`src/psc_pkg.sv`:
```
// Purpose: Shared constants and types for the PHY shadow control bank
// Assumes: 32-bit classic Wishbone, word addressed by byte address
// Notes: Shadow views share one register address
package psc_pkg;
  localparam logic [7:0] PSC_ADDR_SHADOW = 8'h30;
  localparam logic [7:0] PSC_ADDR_IRQ_STATUS = 8'h40;
  localparam logic [7:0] PSC_ADDR_IRQ_MASK = 8'h44;
  localparam logic [7:0] PSC_ADDR_LIVE = 8'h48;

  localparam logic [2:0] PSC_SEL_AUX = 3'h0;
  localparam logic [2:0] PSC_SEL_TENBT = 3'h1;
  localparam logic [2:0] PSC_SEL_POWER = 3'h2;
  localparam logic [2:0] PSC_SEL_TEST = 3'h4;
  localparam logic [2:0] PSC_SEL_MISC = 3'h7;

  localparam int PSC_SEL_LSB = 0;
  localparam int PSC_RDSEL_LSB = 12;
  localparam int PSC_WREN_BIT = 15;

  // 10BASE-T view bits
  localparam int PSC_B_CODE_ERR = 15;
  localparam int PSC_B_EOF_ERR = 14;
  localparam int PSC_B_POL_INV = 13;
  localparam int PSC_B_IPG_EXT = 12;
  localparam int PSC_B_TXC_INV = 11;
  localparam int PSC_B_JAB_DIS = 9;
  localparam int PSC_B_ECHO = 6;
  localparam int PSC_B_SQE = 5;
  localparam int PSC_B_NIBBLE = 4;
  // Power view
  localparam int PSC_B_SUPER_ISO = 5;
  // Test view
  localparam int PSC_B_LINE_LB = 15;
  localparam int PSC_B_PAIR_SWAP = 4;
  localparam int PSC_B_HALF_AMP = 3;

  // Writable masks of bits 15:3 in each view
  localparam logic [15:0] PSC_WMASK_AUX = 16'hF438;
  localparam logic [15:0] PSC_WMASK_TENBT = 16'h1A70;
  localparam logic [15:0] PSC_WMASK_POWER = 16'h0060;
  localparam logic [15:0] PSC_WMASK_TEST = 16'h8018;
  localparam logic [15:0] PSC_WMASK_MISC = 16'h7A18;
  localparam logic [15:0] PSC_WMASK_RDSEL = 16'h7000;

  localparam logic [15:0] PSC_RST_AUX = 16'h0400;
  localparam logic [15:0] PSC_RST_TENBT = 16'h0000;
  localparam logic [15:0] PSC_RST_POWER = 16'h0060;
  localparam logic [15:0] PSC_RST_TEST = 16'h0000;
  localparam logic [15:0] PSC_RST_MISC = 16'h0010;

  localparam int PSC_IPG_EXTRA = 4;
  localparam int PSC_NVIEW = 5;
  localparam logic [2:0] PSC_IRQ_W = 3'h7;

  typedef struct packed {
    logic code_err;
    logic eof_err;
    logic pol_inv;
  } psc_phy_status_t;

  typedef struct packed {
    logic ipg_extend;
    logic txc_invert;
    logic jabber_disable;
    logic echo;
    logic sqe_enable;
    logic nibble_correction_enable;
    logic super_isolate;
    logic line_loopback;
    logic receive_pair_swap;
    logic half_amplitude_transmit;
  } psc_ctrl_t;
endpackage

```
`src/psc_view_mem.sv`:
```
// Purpose: Storage for the five writable shadow views
// Assumes: Single write port, registered read
// Notes: Unwritable bits are masked on write
`timescale 1ns/1ps
`default_nettype none
module psc_view_mem (
  input wire logic clk_i,
  input wire logic rst_i,
  input wire logic we_i,
  input wire logic [2:0] widx_i,
  input wire logic [15:0] wdata_i,
  input wire logic [15:0] wmask_i,
  input wire logic [2:0] ridx_i,
  output logic [15:0] rdata_o,
  output logic [15:0] view_tenbt_o,
  output logic [15:0] view_power_o,
  output logic [15:0] view_test_o
);
  logic [15:0] mem_reg [psc_pkg::PSC_NVIEW];
  integer i;

  always_ff @(posedge clk_i) begin
    if (rst_i) begin
      mem_reg[0] <= psc_pkg::PSC_RST_AUX;
      mem_reg[1] <= psc_pkg::PSC_RST_TENBT;
      mem_reg[2] <= psc_pkg::PSC_RST_POWER;
      mem_reg[3] <= psc_pkg::PSC_RST_TEST;
      mem_reg[4] <= psc_pkg::PSC_RST_MISC;
      rdata_o <= 16'h0000;
    end else begin
      for (i = 0; i < psc_pkg::PSC_NVIEW; i = i + 1) begin
        if (we_i && widx_i == 3'(i)) begin
          mem_reg[i] <= (mem_reg[i] & ~wmask_i) | (wdata_i & wmask_i);
        end
      end
      rdata_o <= (ridx_i < 3'(psc_pkg::PSC_NVIEW)) ? mem_reg[ridx_i] : 16'h0000;
    end
  end

  assign view_tenbt_o = mem_reg[1];
  assign view_power_o = mem_reg[2];
  assign view_test_o = mem_reg[3];
endmodule
`default_nettype wire

```
`src/psc_lh_flag.sv`:
```
// Purpose: Latched-high status bit cleared by read
// Assumes: Event and read on the same clock
// Notes: A new event beats a clearing read
`timescale 1ns/1ps
`default_nettype none
module psc_lh_flag (
  input wire logic clk_i,
  input wire logic rst_i,
  input wire logic event_i,
  input wire logic rd_clr_i,
  output logic flag_o
);
  logic flag_next;
  assign flag_next = event_i | (flag_o & ~rd_clr_i);
  always_ff @(posedge clk_i) begin
    if (rst_i) begin
      flag_o <= 1'b0;
    end else begin
      flag_o <= flag_next;
    end
  end
endmodule
`default_nettype wire

```
`src/psc_bank.sv`:
```
// Purpose: PHY shadow control bank behind a Wishbone slave
// Assumes: PHY status inputs come from pins, synchronised here
// Notes: Ack two cycles after the request for reads and writes
//
// Operation
// - Latch Manchester code error, read-only bit 15
// - Latch end-of-frame error, read-only bit 14
// - Report receive polarity inversion, bit 13
// - Block receive valid four extra clocks at frame start
// - Invert transmit clock when bit set
// - Jabber protection off while bit one
// - Echo transmit data into receive path
// - Correct dribble nibble when bit set
// - Decode shadow select 000/001/010/100/111
// - Super isolate stops link pulse transmission
// - Line-side loopback when bit set
// - Swap receive pair onto transmit pair
// - Half amplitude 10BASE-T transmit
// - Read view chosen by misc read selector
// - Write updates only the addressed view
`timescale 1ns/1ps
`default_nettype none
module psc_bank (
  input wire logic clk_i,
  input wire logic rst_i,
  input wire logic wb_cyc_i,
  input wire logic wb_stb_i,
  input wire logic wb_we_i,
  input wire logic [7:0] wb_adr_i,
  input wire logic [3:0] wb_sel_i,
  input wire logic [31:0] wb_dat_i,
  output logic [31:0] wb_dat_o,
  output logic wb_ack_o,
  input wire logic code_err_i,
  input wire logic eof_err_i,
  input wire logic pol_inv_i,
  input wire logic rx_dv_i,
  input wire logic rx_d_i,
  input wire logic tx_en_i,
  input wire logic tx_d_i,
  input wire logic txc_i,
  input wire logic jabber_i,
  input wire logic dribble_i,
  output logic rx_dv_o,
  output logic rx_d_o,
  output logic txc_o,
  output logic jabber_active_o,
  output logic dribble_trim_o,
  output logic link_pulse_en_o,
  output logic line_loopback_o,
  output logic receive_pair_swap_o,
  output logic half_amplitude_transmit_o,
  output logic sqe_enable_o,
  output logic irq_o
);
  typedef enum logic [1:0] {PSC_IDLE, PSC_READ, PSC_DONE} psc_state_t;
  psc_state_t state_reg;
  psc_state_t state_next;

  // Pin synchronisers, first stage read only by the second
  logic [2:0] st_meta_reg;
  logic [2:0] st_sync_reg;
  psc_pkg::psc_phy_status_t phy_st;
  always_ff @(posedge clk_i) begin
    if (rst_i) begin
      st_meta_reg <= 3'h0;
      st_sync_reg <= 3'h0;
    end else begin
      st_meta_reg <= {code_err_i, eof_err_i, pol_inv_i};
      st_sync_reg <= st_meta_reg;
    end
  end
  assign phy_st = st_sync_reg;

  // Bus decode
  wire req = wb_cyc_i & wb_stb_i;
  // Writes land only at the edge where ack is seen, as the master expects
  wire commit = req & wb_ack_o;
  wire wr_lo = wb_sel_i[0];
  wire wr_hi = wb_sel_i[1];
  wire hit_shadow = (wb_adr_i == psc_pkg::PSC_ADDR_SHADOW);
  wire hit_status = (wb_adr_i == psc_pkg::PSC_ADDR_IRQ_STATUS);
  wire hit_mask = (wb_adr_i == psc_pkg::PSC_ADDR_IRQ_MASK);
  wire hit_live = (wb_adr_i == psc_pkg::PSC_ADDR_LIVE);
  wire [15:0] wdata = wb_dat_i[15:0];
  wire [15:0] lane_mask = {{8{wr_hi}}, {8{wr_lo}}};
  wire [2:0] wsel = wdata[psc_pkg::PSC_SEL_LSB +: 3];
  wire wren_set = wdata[psc_pkg::PSC_WREN_BIT];

  function automatic logic [2:0] view_index(input logic [2:0] code);
    case (code)
      psc_pkg::PSC_SEL_AUX: view_index = 3'h0;
      psc_pkg::PSC_SEL_TENBT: view_index = 3'h1;
      psc_pkg::PSC_SEL_POWER: view_index = 3'h2;
      psc_pkg::PSC_SEL_TEST: view_index = 3'h3;
      psc_pkg::PSC_SEL_MISC: view_index = 3'h4;
      default: view_index = 3'h7;
    endcase
  endfunction

  function automatic logic [15:0] view_wmask(input logic [2:0] code, input logic wren);
    case (code)
      psc_pkg::PSC_SEL_AUX: view_wmask = psc_pkg::PSC_WMASK_AUX;
      psc_pkg::PSC_SEL_TENBT: view_wmask = psc_pkg::PSC_WMASK_TENBT;
      psc_pkg::PSC_SEL_POWER: view_wmask = psc_pkg::PSC_WMASK_POWER;
      psc_pkg::PSC_SEL_TEST: view_wmask = psc_pkg::PSC_WMASK_TEST;
      psc_pkg::PSC_SEL_MISC: view_wmask = wren ? psc_pkg::PSC_WMASK_MISC : psc_pkg::PSC_WMASK_RDSEL;
      default: view_wmask = 16'h0000;
    endcase
  endfunction

  // Shadow write: field bits and code in one write
  wire shadow_wr = commit & wb_we_i & hit_shadow;
  wire [2:0] widx = view_index(wsel);
  wire [15:0] wmask = view_wmask(wsel, wren_set) & lane_mask;

  // Read selector lives in the misc view bits 14:12
  logic [15:0] view_tenbt;
  logic [15:0] view_power;
  logic [15:0] view_test;
  logic [15:0] mem_rdata;
  logic [2:0] rdsel_reg;
  wire misc_sel_wr = shadow_wr & (wsel == psc_pkg::PSC_SEL_MISC) & ~wren_set & wr_hi;
  always_ff @(posedge clk_i) begin
    if (rst_i) begin
      rdsel_reg <= psc_pkg::PSC_SEL_AUX;
    end else if (misc_sel_wr) begin
      rdsel_reg <= wdata[psc_pkg::PSC_RDSEL_LSB +: 3];
    end
  end
  wire [2:0] ridx = view_index(rdsel_reg);

  psc_view_mem u_mem (
    .clk_i(clk_i),
    .rst_i(rst_i),
    .we_i(shadow_wr),
    .widx_i(widx),
    .wdata_i(wdata),
    .wmask_i(wmask),
    .ridx_i(ridx),
    .rdata_o(mem_rdata),
    .view_tenbt_o(view_tenbt),
    .view_power_o(view_power),
    .view_test_o(view_test)
  );

  // Latched error bits, cleared by a read of the 10BASE-T view
  // A write to the shadow address must not eat pending error bits
  wire tenbt_rd = (state_reg == PSC_READ) & ~wb_we_i & hit_shadow & (rdsel_reg == psc_pkg::PSC_SEL_TENBT);
  logic code_flag;
  logic eof_flag;
  psc_lh_flag u_code (
    .clk_i(clk_i),
    .rst_i(rst_i),
    .event_i(phy_st.code_err),
    .rd_clr_i(tenbt_rd),
    .flag_o(code_flag)
  );
  psc_lh_flag u_eof (
    .clk_i(clk_i),
    .rst_i(rst_i),
    .event_i(phy_st.eof_err),
    .rd_clr_i(tenbt_rd),
    .flag_o(eof_flag)
  );

  wire [15:0] tenbt_live = {code_flag, eof_flag, phy_st.pol_inv, 13'h0000};
  wire [15:0] shadow_rd = (ridx == 3'h1) ? (mem_rdata | tenbt_live) : mem_rdata;

  // Interrupt status, write one to clear, set wins
  logic [2:0] irq_st_reg;
  logic [2:0] irq_mask_reg;
  logic [2:0] st_prev_reg;
  wire [2:0] st_now = {phy_st.code_err, phy_st.eof_err, phy_st.pol_inv};
  wire [2:0] st_rise = st_now & ~st_prev_reg;
  wire st_clr_wr = commit & wb_we_i & hit_status & wr_lo;
  wire mask_wr = commit & wb_we_i & hit_mask & wr_lo;
  wire [2:0] irq_clr = st_clr_wr ? wdata[2:0] : 3'h0;
  wire [2:0] irq_st_next = st_rise | (irq_st_reg & ~irq_clr);
  always_ff @(posedge clk_i) begin
    if (rst_i) begin
      irq_st_reg <= 3'h0;
      irq_mask_reg <= 3'h0;
      st_prev_reg <= 3'h0;
    end else begin
      irq_st_reg <= irq_st_next;
      st_prev_reg <= st_now;
      if (mask_wr) begin
        irq_mask_reg <= wdata[2:0] & psc_pkg::PSC_IRQ_W;
      end
    end
  end
  assign irq_o = |(irq_st_reg & irq_mask_reg);

  // Bus sequencer; one wait cycle lets the view memory register its output
  always_comb begin
    state_next = state_reg;
    case (state_reg)
      PSC_IDLE: if (req) state_next = PSC_READ;
      PSC_READ: state_next = PSC_DONE;
      PSC_DONE: state_next = PSC_IDLE;
      default: state_next = PSC_IDLE;
    endcase
  end
  wire [31:0] rd_mux = hit_shadow ? {16'h0000, shadow_rd} :
                       hit_status ? {29'h0, irq_st_reg} :
                       hit_mask ? {29'h0, irq_mask_reg} :
                       hit_live ? {29'h0, st_now} : 32'h0000_0000;
  always_ff @(posedge clk_i) begin
    if (rst_i) begin
      state_reg <= PSC_IDLE;
      wb_ack_o <= 1'b0;
      wb_dat_o <= 32'h0000_0000;
    end else begin
      state_reg <= state_next;
      wb_ack_o <= (state_reg == PSC_READ);
      if (state_reg == PSC_READ) begin
        wb_dat_o <= wb_we_i ? 32'h0000_0000 : rd_mux;
      end
    end
  end

  // Datapath controls from the stored views
  psc_pkg::psc_ctrl_t ctrl;
  assign ctrl.ipg_extend = view_tenbt[psc_pkg::PSC_B_IPG_EXT];
  assign ctrl.txc_invert = view_tenbt[psc_pkg::PSC_B_TXC_INV];
  assign ctrl.jabber_disable = view_tenbt[psc_pkg::PSC_B_JAB_DIS];
  assign ctrl.echo = view_tenbt[psc_pkg::PSC_B_ECHO];
  assign ctrl.sqe_enable = view_tenbt[psc_pkg::PSC_B_SQE];
  assign ctrl.nibble_correction_enable = view_tenbt[psc_pkg::PSC_B_NIBBLE];
  assign ctrl.super_isolate = view_power[psc_pkg::PSC_B_SUPER_ISO];
  assign ctrl.line_loopback = view_test[psc_pkg::PSC_B_LINE_LB];
  assign ctrl.receive_pair_swap = view_test[psc_pkg::PSC_B_PAIR_SWAP];
  assign ctrl.half_amplitude_transmit = view_test[psc_pkg::PSC_B_HALF_AMP];

  // Receive valid hold-off counter; clk_i stands in for the receive clock
  logic [2:0] ipg_cnt_reg;
  logic dv_prev_reg;
  wire dv_src = ctrl.echo ? tx_en_i : rx_dv_i;
  wire d_src = ctrl.echo ? tx_d_i : rx_d_i;
  wire dv_rise = dv_src & ~dv_prev_reg;
  always_ff @(posedge clk_i) begin
    if (rst_i) begin
      ipg_cnt_reg <= 3'h0;
      dv_prev_reg <= 1'b0;
      rx_dv_o <= 1'b0;
      rx_d_o <= 1'b0;
    end else begin
      dv_prev_reg <= dv_src;
      if (dv_rise && ctrl.ipg_extend) begin
        // Rise cycle is itself blocked, so count one less
        ipg_cnt_reg <= 3'(psc_pkg::PSC_IPG_EXTRA - 1);
      end else if (ipg_cnt_reg != 3'h0) begin
        ipg_cnt_reg <= ipg_cnt_reg - 3'h1;
      end
      rx_dv_o <= dv_src & ~(dv_rise & ctrl.ipg_extend) & (ipg_cnt_reg == 3'h0);
      rx_d_o <= d_src;
    end
  end

  // Clock path is combinational; only the inversion is added
  assign txc_o = txc_i ^ ctrl.txc_invert;
  assign jabber_active_o = jabber_i & ~ctrl.jabber_disable;
  assign dribble_trim_o = dribble_i & ctrl.nibble_correction_enable;
  assign link_pulse_en_o = ~ctrl.super_isolate;
  assign line_loopback_o = ctrl.line_loopback;
  assign receive_pair_swap_o = ctrl.receive_pair_swap;
  assign half_amplitude_transmit_o = ctrl.half_amplitude_transmit;
  assign sqe_enable_o = ctrl.sqe_enable;
endmodule
`default_nettype wire

```
`config.mk`:
```
export PLATFORM = sky130hd
export DESIGN_NAME = psc_bank
export DESIGN_NICKNAME = d
export VERILOG_FILES = /design/src/psc_pkg.sv /design/src/psc_view_mem.sv /design/src/psc_lh_flag.sv /design/src/psc_bank.sv
export SDC_FILE = /design/constraint.sdc
export NUM_CORES = 1
export LEC_CHECK = 0
export BUFFER_PORTS_ARGS = -buffer_cell sky130_fd_sc_hd__buf_2
export CORE_MARGIN = 5
export CORE_UTILIZATION = 60
export DETAILED_ROUTE_END_ITERATION = 7
export GPL_TIMING_DRIVEN = 1
export PLACE_DENSITY = 0.95
export SYNTH_ARGS = -nofsm -noshare
export SYNTH_HDL_FRONTEND = slang
export SYNTH_SLANG_ARGS = --single-unit
```
`constraint.sdc`:
```
create_clock -name clk_i -period 7.23 [get_ports clk_i]
set_clock_uncertainty 0.2 [all_clocks]
set_input_delay 0.3615 -clock clk_i [delete_from_list [all_inputs] [get_ports clk_i]]
set_output_delay 0.3615 -clock clk_i [all_outputs]
set_load 0.05 [all_outputs]
```
==> out/results.ini, run 1 <==
[die]
fp.dieW_um = 105
row_count = 34
die_area_um2 = 11000
die_y_um = 105
io_pins = 103
fp.coreArea_um2 = 8760
initial_core_util_pct = 61.6

[worst_setup_path]
reg2reg_depth = 5
cp.arrival_ns = 3.58
critical_path.top_delay_family = flip-flops
cp_max_fo = 29
start_kind = flop
criticalPathCategory = reg -> reg
timing.critical_path.buf_inv = 0
crit_required_ns = 7.34
critical_path.max_stage_delay_ns = 0.99
crit_slowest_cell = dfxtp_1
end_kind = flop
crit_path_cell_trace = fa_1 -> nor2b_1 -> o21ai_0 -> a31oi_1 -> a221o_1
cp.depth = 5

[run_status]
outcome = completed

[clock_network]
cts_max_path_buffers = 2
clkTransAtPathRegs_ns = 0.10
numCtsBuffers = 9
cts-root-buf = clkbuf_8
clock-sinks = 109
cts_tree = done
postCtsSetupBuffers = 0
cts-htree-levels = 3
clk_latency_ns = 0.37

[synth]
syn_area_um2 = 5400
synth.avg_cell_area_um2 = 9.70
synth_warnings = 0
ys_ff_latch = 109
synth_top_area_share_pct = 30.6
ys_types = 61
synth_edf_count = 55
synth_area_leader_cell = edfxtp_1
ys_seq_area_share_pct = 50.6
async_reset_ff_share_pct = 0
synth_top_family_by_area = simple AND/OR/NAND/NOR gates
synth_area_leaders = edfxtp_1 (31%), dfxtp_1 (20%), a21oi_1 (5.9%)
yosys.area_share.simple_pct = 20.5
yosys-mux-area-fraction_pct = 1.32
yosys.area_share.adder_pct = 1.95
synthCells = 557
synth-main-ff-cell = edfxtp_1
synth_compound_area_share_pct = 18.7
synthXorXnorAreaFrac_pct = 0.324

[placed_design]
hpwlAfterDp_um = 9440
io_buffers = 64
gp_routability_congestion = 0.918

[global_route]
grt_pass1_vias = 4432
top_usage_layer = met2
use_met2_pct = 39.0
grt_use_met3_pct = 5.80
grt_use_met1_pct = 28.4
grt_antenna_before_repair = 0
grt_usage_pct = 23.7
grt_pass1_wl_um = 21200
gr-total-overflow = 0
grt_max_degree = 56

[drt]
drt_first_pass_iters = 5
vias = 4579
drtIter0Drc = 555
viasPerCell = 6.38
antenna_left = 0
wl_um = 13500
drc = 0
post_drt_wl_per_cell_um = 18.8

[sta]
min_period_ns = 3.47
setup_viol = 0
slew_headroom_pct = 20.5
setup_tns_ns = 0
max_slew.worst_pin.slew_ns = 1.18
finalHoldViolations = 0
fmax_mhz = 288
fin_crit_sh_pct = 48.0
maxSlewViolCount = 0
rsz0062_at_grt = false

[pwr]
power_mw = 1.18
leakage_nw = 2.20
p_per_area_nw_per_um2 = 200
ir_drop_mv = 0.114

[worst_hold_path]
hold_depth = 2
min_path_type = in -> reg

[layout]
fillers = 650
multi_input_area_um2 = 2390
nNetsFinal = 668
seqCellArea_um2 = 2730
drive_above_1_share_pct = 16.6
insertedDiodeCount = 0
largest_register_ffs = 55
syn_to_final_growth_pct = 9.34

[job]
maxCapViolations = 0

[cells in the mapped netlist (3+ instances only)]
cell      count
o21ai_0      40
or2_2         3
nand2_1      44
edfxtp_1     55
nand3b_1     19
a31oi_1      11
nand4b_1     11
nor2_1       24
a21o_1       11
nand2b_1     16
a22oi_1       8
inv_1        13
dfxtp_1      54
nor3_1        7
buf_2         6
a22o_1        3
nand3_1      23
nand4_1       4
maj3_1        4
o31ai_1       3
nor4_1        6
nor3b_1       3
a21oi_1      64
nor2b_1      14
and3_1        3
mux2i_1       6
a221o_1      11
clkbuf_1     30
buf_4        18
[cells in the final DEF, fill, tap and decap left out, types with 13 or more instances in the layout]
cell type / n
a21oi_1: 64
buf_2: 64
edfxtp_1: 55
dfxtp_1: 54
nand2_1: 44
o21ai_0: 40
nor2_1: 24
nand3_1: 23
nand3b_1: 19
conb_1: 18
nand2b_1: 16
nor2b_1: 14
inv_1: 13
[report_power, final]
| group | internal, mW | switching, mW |
|---|---|---|
| logic | 0.0519 | 0.107 |
| registers | 0.672 | 0.0149 |
| clock network | 0.136 | 0.201 |
[layout make-up]
class | instances | area share [%]
sequential | 109 | 46.3
multi-input combinational | 394 | 40.4
timing repair buffer | 77 | 7.16
clock buffer | 11 | 2.39
tap | 108 | 2.29
inverter | 14 | 0.890
clock inverter | 5 | 0.551
[worst register-to-register path, stage by stage, from the launching register on]
cell     delay, ns
dfxtp_1       0.99
fa_1          0.83
nor2b_1       0.78
o21ai_0       0.22
a31oi_1       0.24
a221o_1       0.16
[metrics by stage]
| step | cells | hold WS (ns) | setup slack, ns | instance area [µm²] | utilization [%] |
|---|---|---|---|---|---|
| after detailed placement | 700 | 0.228 | 3.87 | 5710 | 65.2 |
| after CTS | 718 | 0.00709 | 3.91 | 5910 | 67.4 |
| after floorplan | 574 | 0.214 | 4.16 | 5470 | - |
| final | 718 | 0.0148 | 3.76 | 5910 | 67.4 |
| after global routing | 718 | 0.0269 | 3.64 | 5910 | 67.4 |
| after global placement | 700 | 0.217 | 3.96 | 5710 | 65.2 |
[routing by layer]
layer | vias up | share of wire, %
met5 | - | 0
met1 | 2162 | 38
li1 | 2114 | -
met3 | 40 | 9.4
met4 | 0 | 3.3
met2 | 263 | 49
[path summary, 6_finish.rpt]
path                                   from                            to  slack (ns)
setup / recovery  rdsel_reg[1]$_SDFFE_PP0P_  u_mem.rdata_o[15]$_SDFF_PP0_        3.76
hold / removal                    pol_inv_i     st_meta_reg[0]$_SDFF_PP0_        0.01
setup reg to reg  rdsel_reg[1]$_SDFFE_PP0P_  u_mem.rdata_o[15]$_SDFF_PP0_        3.76
hold reg to reg   st_meta_reg[2]$_SDFF_PP0_          phy_st[2]$_SDFF_PP0_        0.25
[cell families (layout without fill, tap and decap cells)]
kind of cell / after synthesis / in the layout
AND/OR/NAND/NOR: 194 / 194
AO/OA/AOI/OAI: 165 / 165
flip-flops: 109 / 109
buffers and inverters: 71 / 107
adder cells (fa/ha/maj): 8 / 8
multiplexers: 7 / 7
XOR/XNOR: 2 / 2
other: 1 / 18
[what timing repair did]
item                                   CTS  global route
hold buffers                             2             0
gates resized for setup                  0             0
endpoints found under the hold margin    2             0
Power figures use the tool's default switching activity.
==> run 2: changes to the inputs <==
--- a/config.mk
+++ b/config.mk
@@ -5,12 +5,13 @@
 export SDC_FILE = /design/constraint.sdc
 export NUM_CORES = 1
 export LEC_CHECK = 0
+export ABC_AREA = 1
 export BUFFER_PORTS_ARGS = -buffer_cell sky130_fd_sc_hd__buf_2
 export CORE_MARGIN = 5
-export CORE_UTILIZATION = 60
+export CORE_UTILIZATION = 56
 export DETAILED_ROUTE_END_ITERATION = 7
 export GPL_TIMING_DRIVEN = 1
-export PLACE_DENSITY = 0.95
+export PLACE_DENSITY = 0.9
 export SYNTH_ARGS = -nofsm -noshare
 export SYNTH_HDL_FRONTEND = slang
 export SYNTH_SLANG_ARGS = --single-unit
==> constraint.sdc (replaced) <==
create_clock -name clk_i -period 3.3 [get_ports clk_i]
set_clock_uncertainty 0.2 [all_clocks]
set_input_delay 0.165 -clock clk_i [delete_from_list [all_inputs] [get_ports clk_i]]
set_output_delay 0.165 -clock clk_i [all_outputs]
set_load 0.05 [all_outputs]
==> run 2 against run 1 <==
  * Via count up 13%
  * Sequential cell count is the same
  * Combinational power rose to 2.6 times the previous value
  * Clock-buffer cell count up 1
  * Largest power group unchanged
  * Register-to-register slack worse by 3.2 ns
  * Sequential power up 120%
  * Total power is 130% higher
  * Global-route usage is 0.055 points higher
  * Critical endpoint is now u_mem.mem_reg[1][14]$_SDFFCE_PN0P_
==> out/results.ini, run 2 <==
[die]
die_area_um2 = 12600
die_y_um = 112
row_count = 37
fp.coreArea_um2 = 10300
initial_core_util_pct = 56.9
io_pins = 103
fp.dieW_um = 112

[sta]
maxSlewViolCount = 0
setup_viol = 0
slew_headroom_pct = 46.4
rsz0062_at_grt = false
fin_crit_sh_pct = 90.0
min_period_ns = 2.97
finalHoldViolations = 0
setup_tns_ns = 0
holdWs_ns = 0.0232
max_slew.worst_pin.slew_ns = 0.803
fmax_mhz = 337

[synth]
ys_types = 36
async_reset_ff_share_pct = 0
synth_top_area_share_pct = 28.2
syn_area_um2 = 5850
synth_most_common_cell = nand2_1
synth_commonest_cells = nand2_1 (179), inv_1 (112), nor2_1 (86)
synth_area_leader_cell = edfxtp_1
ys_seq_area_share_pct = 46.7
synth_area_leaders = edfxtp_1 (28%), dfxtp_1 (18%), nand2_1 (11%)
synthCells = 757
synth.avg_cell_area_um2 = 7.73
synth_edf_count = 55
ys_ff_latch = 109
synth_warnings = 0
synth-main-ff-cell = edfxtp_1

[drt]
antenna_left = 0
viasPerCell = 5.31
drt_first_pass_iters = 6
vias = 5159
post_drt_wl_per_cell_um = 15.6
drc = 0
drtIter0Drc = 724
wl_um = 15100

[clock_network]
cts_hold_buffers = 17
cts_max_path_buffers = 2
cts_tree = done
ctsResizeCount = 0
clk_latency_ns = 0.38
cts-root-buf = clkbuf_8
clock-sinks = 109
numCtsBuffers = 9
cts-htree-levels = 3
postCtsSetupBuffers = 0
clkTransAtPathRegs_ns = 0.11

[global_route]
grt_usage_pct = 23.7
gr-total-overflow = 0
grt_pass1_vias = 5043
grt_antenna_before_repair = 0
grt_pass1_wl_um = 24300
grt_max_degree = 53

[worst_setup_path]
r2r_slack_ns = 0.56
crit_slowest_cell = fa_1
r2r_start = rdsel_reg[1]$_SDFFE_PP0P_
cp.arrival_ns = 2.90
crit_required_ns = 3.23
criticalPathCategory = in -> reg
critical_path.max_stage_delay_ns = 0.61
cp_max_fo = 32
end_kind = flop
r2r-end = u_mem.rdata_o[3]$_SDFF_PP0_
crit_path_cell_trace = dlygate4sd3_1 -> buf_2 -> inv_2 -> fa_1 -> inv_1 -> nand2_2 -> nand2_2 -> nand2_1 -> nor2_1 -> nand2_1 -> nand2_2 -> nor2_8 -> buf_12 -> a21oi_2
start_kind = input pin
reg2reg_depth = 11
critical_path.most_common_cell = nand2_2

[pwr]
ir_drop_mv = 0.212
leakage_nw = 3.15
p_per_area_nw_per_um2 = 410

[job]
maxCapViolations = 0

[layout]
seqCellArea_um2 = 2730
insertedDiodeCount = 0
nNetsFinal = 893
fillers = 839
multi_input_area_um2 = 2440
largest_register_ffs = 55
syn_to_final_growth_pct = 12.1
mostFrequentLayoutCells = nand2_1 (179), inv_1 (112), nor2_1 (86)
mostFrequentLayoutCell = nand2_1
drive_above_1_share_pct = 16.8

[placed_design]
gp_routability_congestion = 0.839
hpwlAfterDp_um = 9960
io_buffers = 64

[run_status]
outcome = completed

[worst_hold_path]
worst_hold_startpoint = wb_we_i
holdPathEnd = wb_dat_o[1]$_SDFFE_PP0P_
hold_depth = 6
min_path_type = in -> reg

==> run 2: changes by cell type in the layout (fill, tap and decap cells not counted), sizes merged, moves of 15 or more <==
cell / change
nor2: +68
dlygate4sd3: +15
nand2b: -16
nand2: +144
inv: +103
nand3b: -19
==> run 2: cells by family (layout without fill, tap and decap cells) <==
family,after synthesis,after routing,synth area share [%]
adders and majority gates,4,4,1.11
DFF,109,109,46.7
other,1,18,0.0641
muxes,1,1,0.171
xor gates and xnor gates,3,3,0.449
AOI/OAI and AO/OA,153,153,16.0
and+or+nand+nor,322,322,22.8
buffers and inverters,164,225,12.7
==> run 2: cell type report <==
cell class	count	share of cell area, %
Timing Repair Buffer	92	9.12
Multi-Input combinational cell	501	37.2
Tap cell	136	2.60
Clock buffer	12	2.21
Sequential cell	109	41.7
Inverter	117	6.74
Clock inverter	4	0.458
==> run 2: worst max-delay path by stage <==
stage / from / to / slack (ns) / depth (start not counted)
global route: wb_dat_i[0] / u_mem.mem_reg[3][11]$_SDFFCE_PN0P_ / 0.23 / 14
finish: wb_dat_i[0] / u_mem.mem_reg[1][14]$_SDFFCE_PN0P_ / 0.33 / 14
global placement: wb_dat_i[0] / u_mem.mem_reg[3][4]$_SDFFCE_PN0P_ / 0.60 / 13
detailed placement: wb_dat_i[0] / u_mem.mem_reg[1][4]$_SDFFCE_PN0P_ / 0.55 / 13
floorplan: wb_dat_i[0] / u_mem.mem_reg[0][10]$_SDFFCE_PN1P_ / 0.88 / 11
CTS: wb_dat_i[0] / u_mem.mem_reg[1][3]$_SDFFCE_PN0P_ / 0.41 / 14
==> run 2: critical path: cells and delay by family <==
| kind | cells | cell delay [ns] |
|---|---|---|
| compound gates | 1 | 0.09 |
| fa+ha+maj | 1 | 0.61 |
| buf+inv | 5 | 1.13 |
| simple gates | 7 | 0.87 |
==> run 2: layer usage <==
metal	part of all wire, %	track usage [%]	vias up
li1	-	-	2526
met1	39	28.9	2313
met2	49	41.1	272
met3	7.9	4.58	48
met4	3.2	9.94	0
met5	0	0	-
==> run 2: per-stage QoR <==
step           power, mW  instances  setup slack (ns)  instance area (µm²)  util (%)
3_3_place_gp        1.90        938             0.603                 6210      60.4
4_1_cts             2.68        971             0.405                 6560      63.8
3_5_place_dp        1.92        938             0.551                 6210      60.4
6_report            2.69        971             0.331                 6560      63.8
2_1_floorplan       1.83        774             0.885                 5910         -
5_1_grt             2.80        971             0.231                 6560      63.8
==> run 2: power by group <==
part / switching (mW) / total, mW / internal, mW
clock: 0.470 / 0.772 / 0.302
sequential: 0.0296 / 1.50 / 1.47
combinational: 0.286 / 0.411 / 0.126
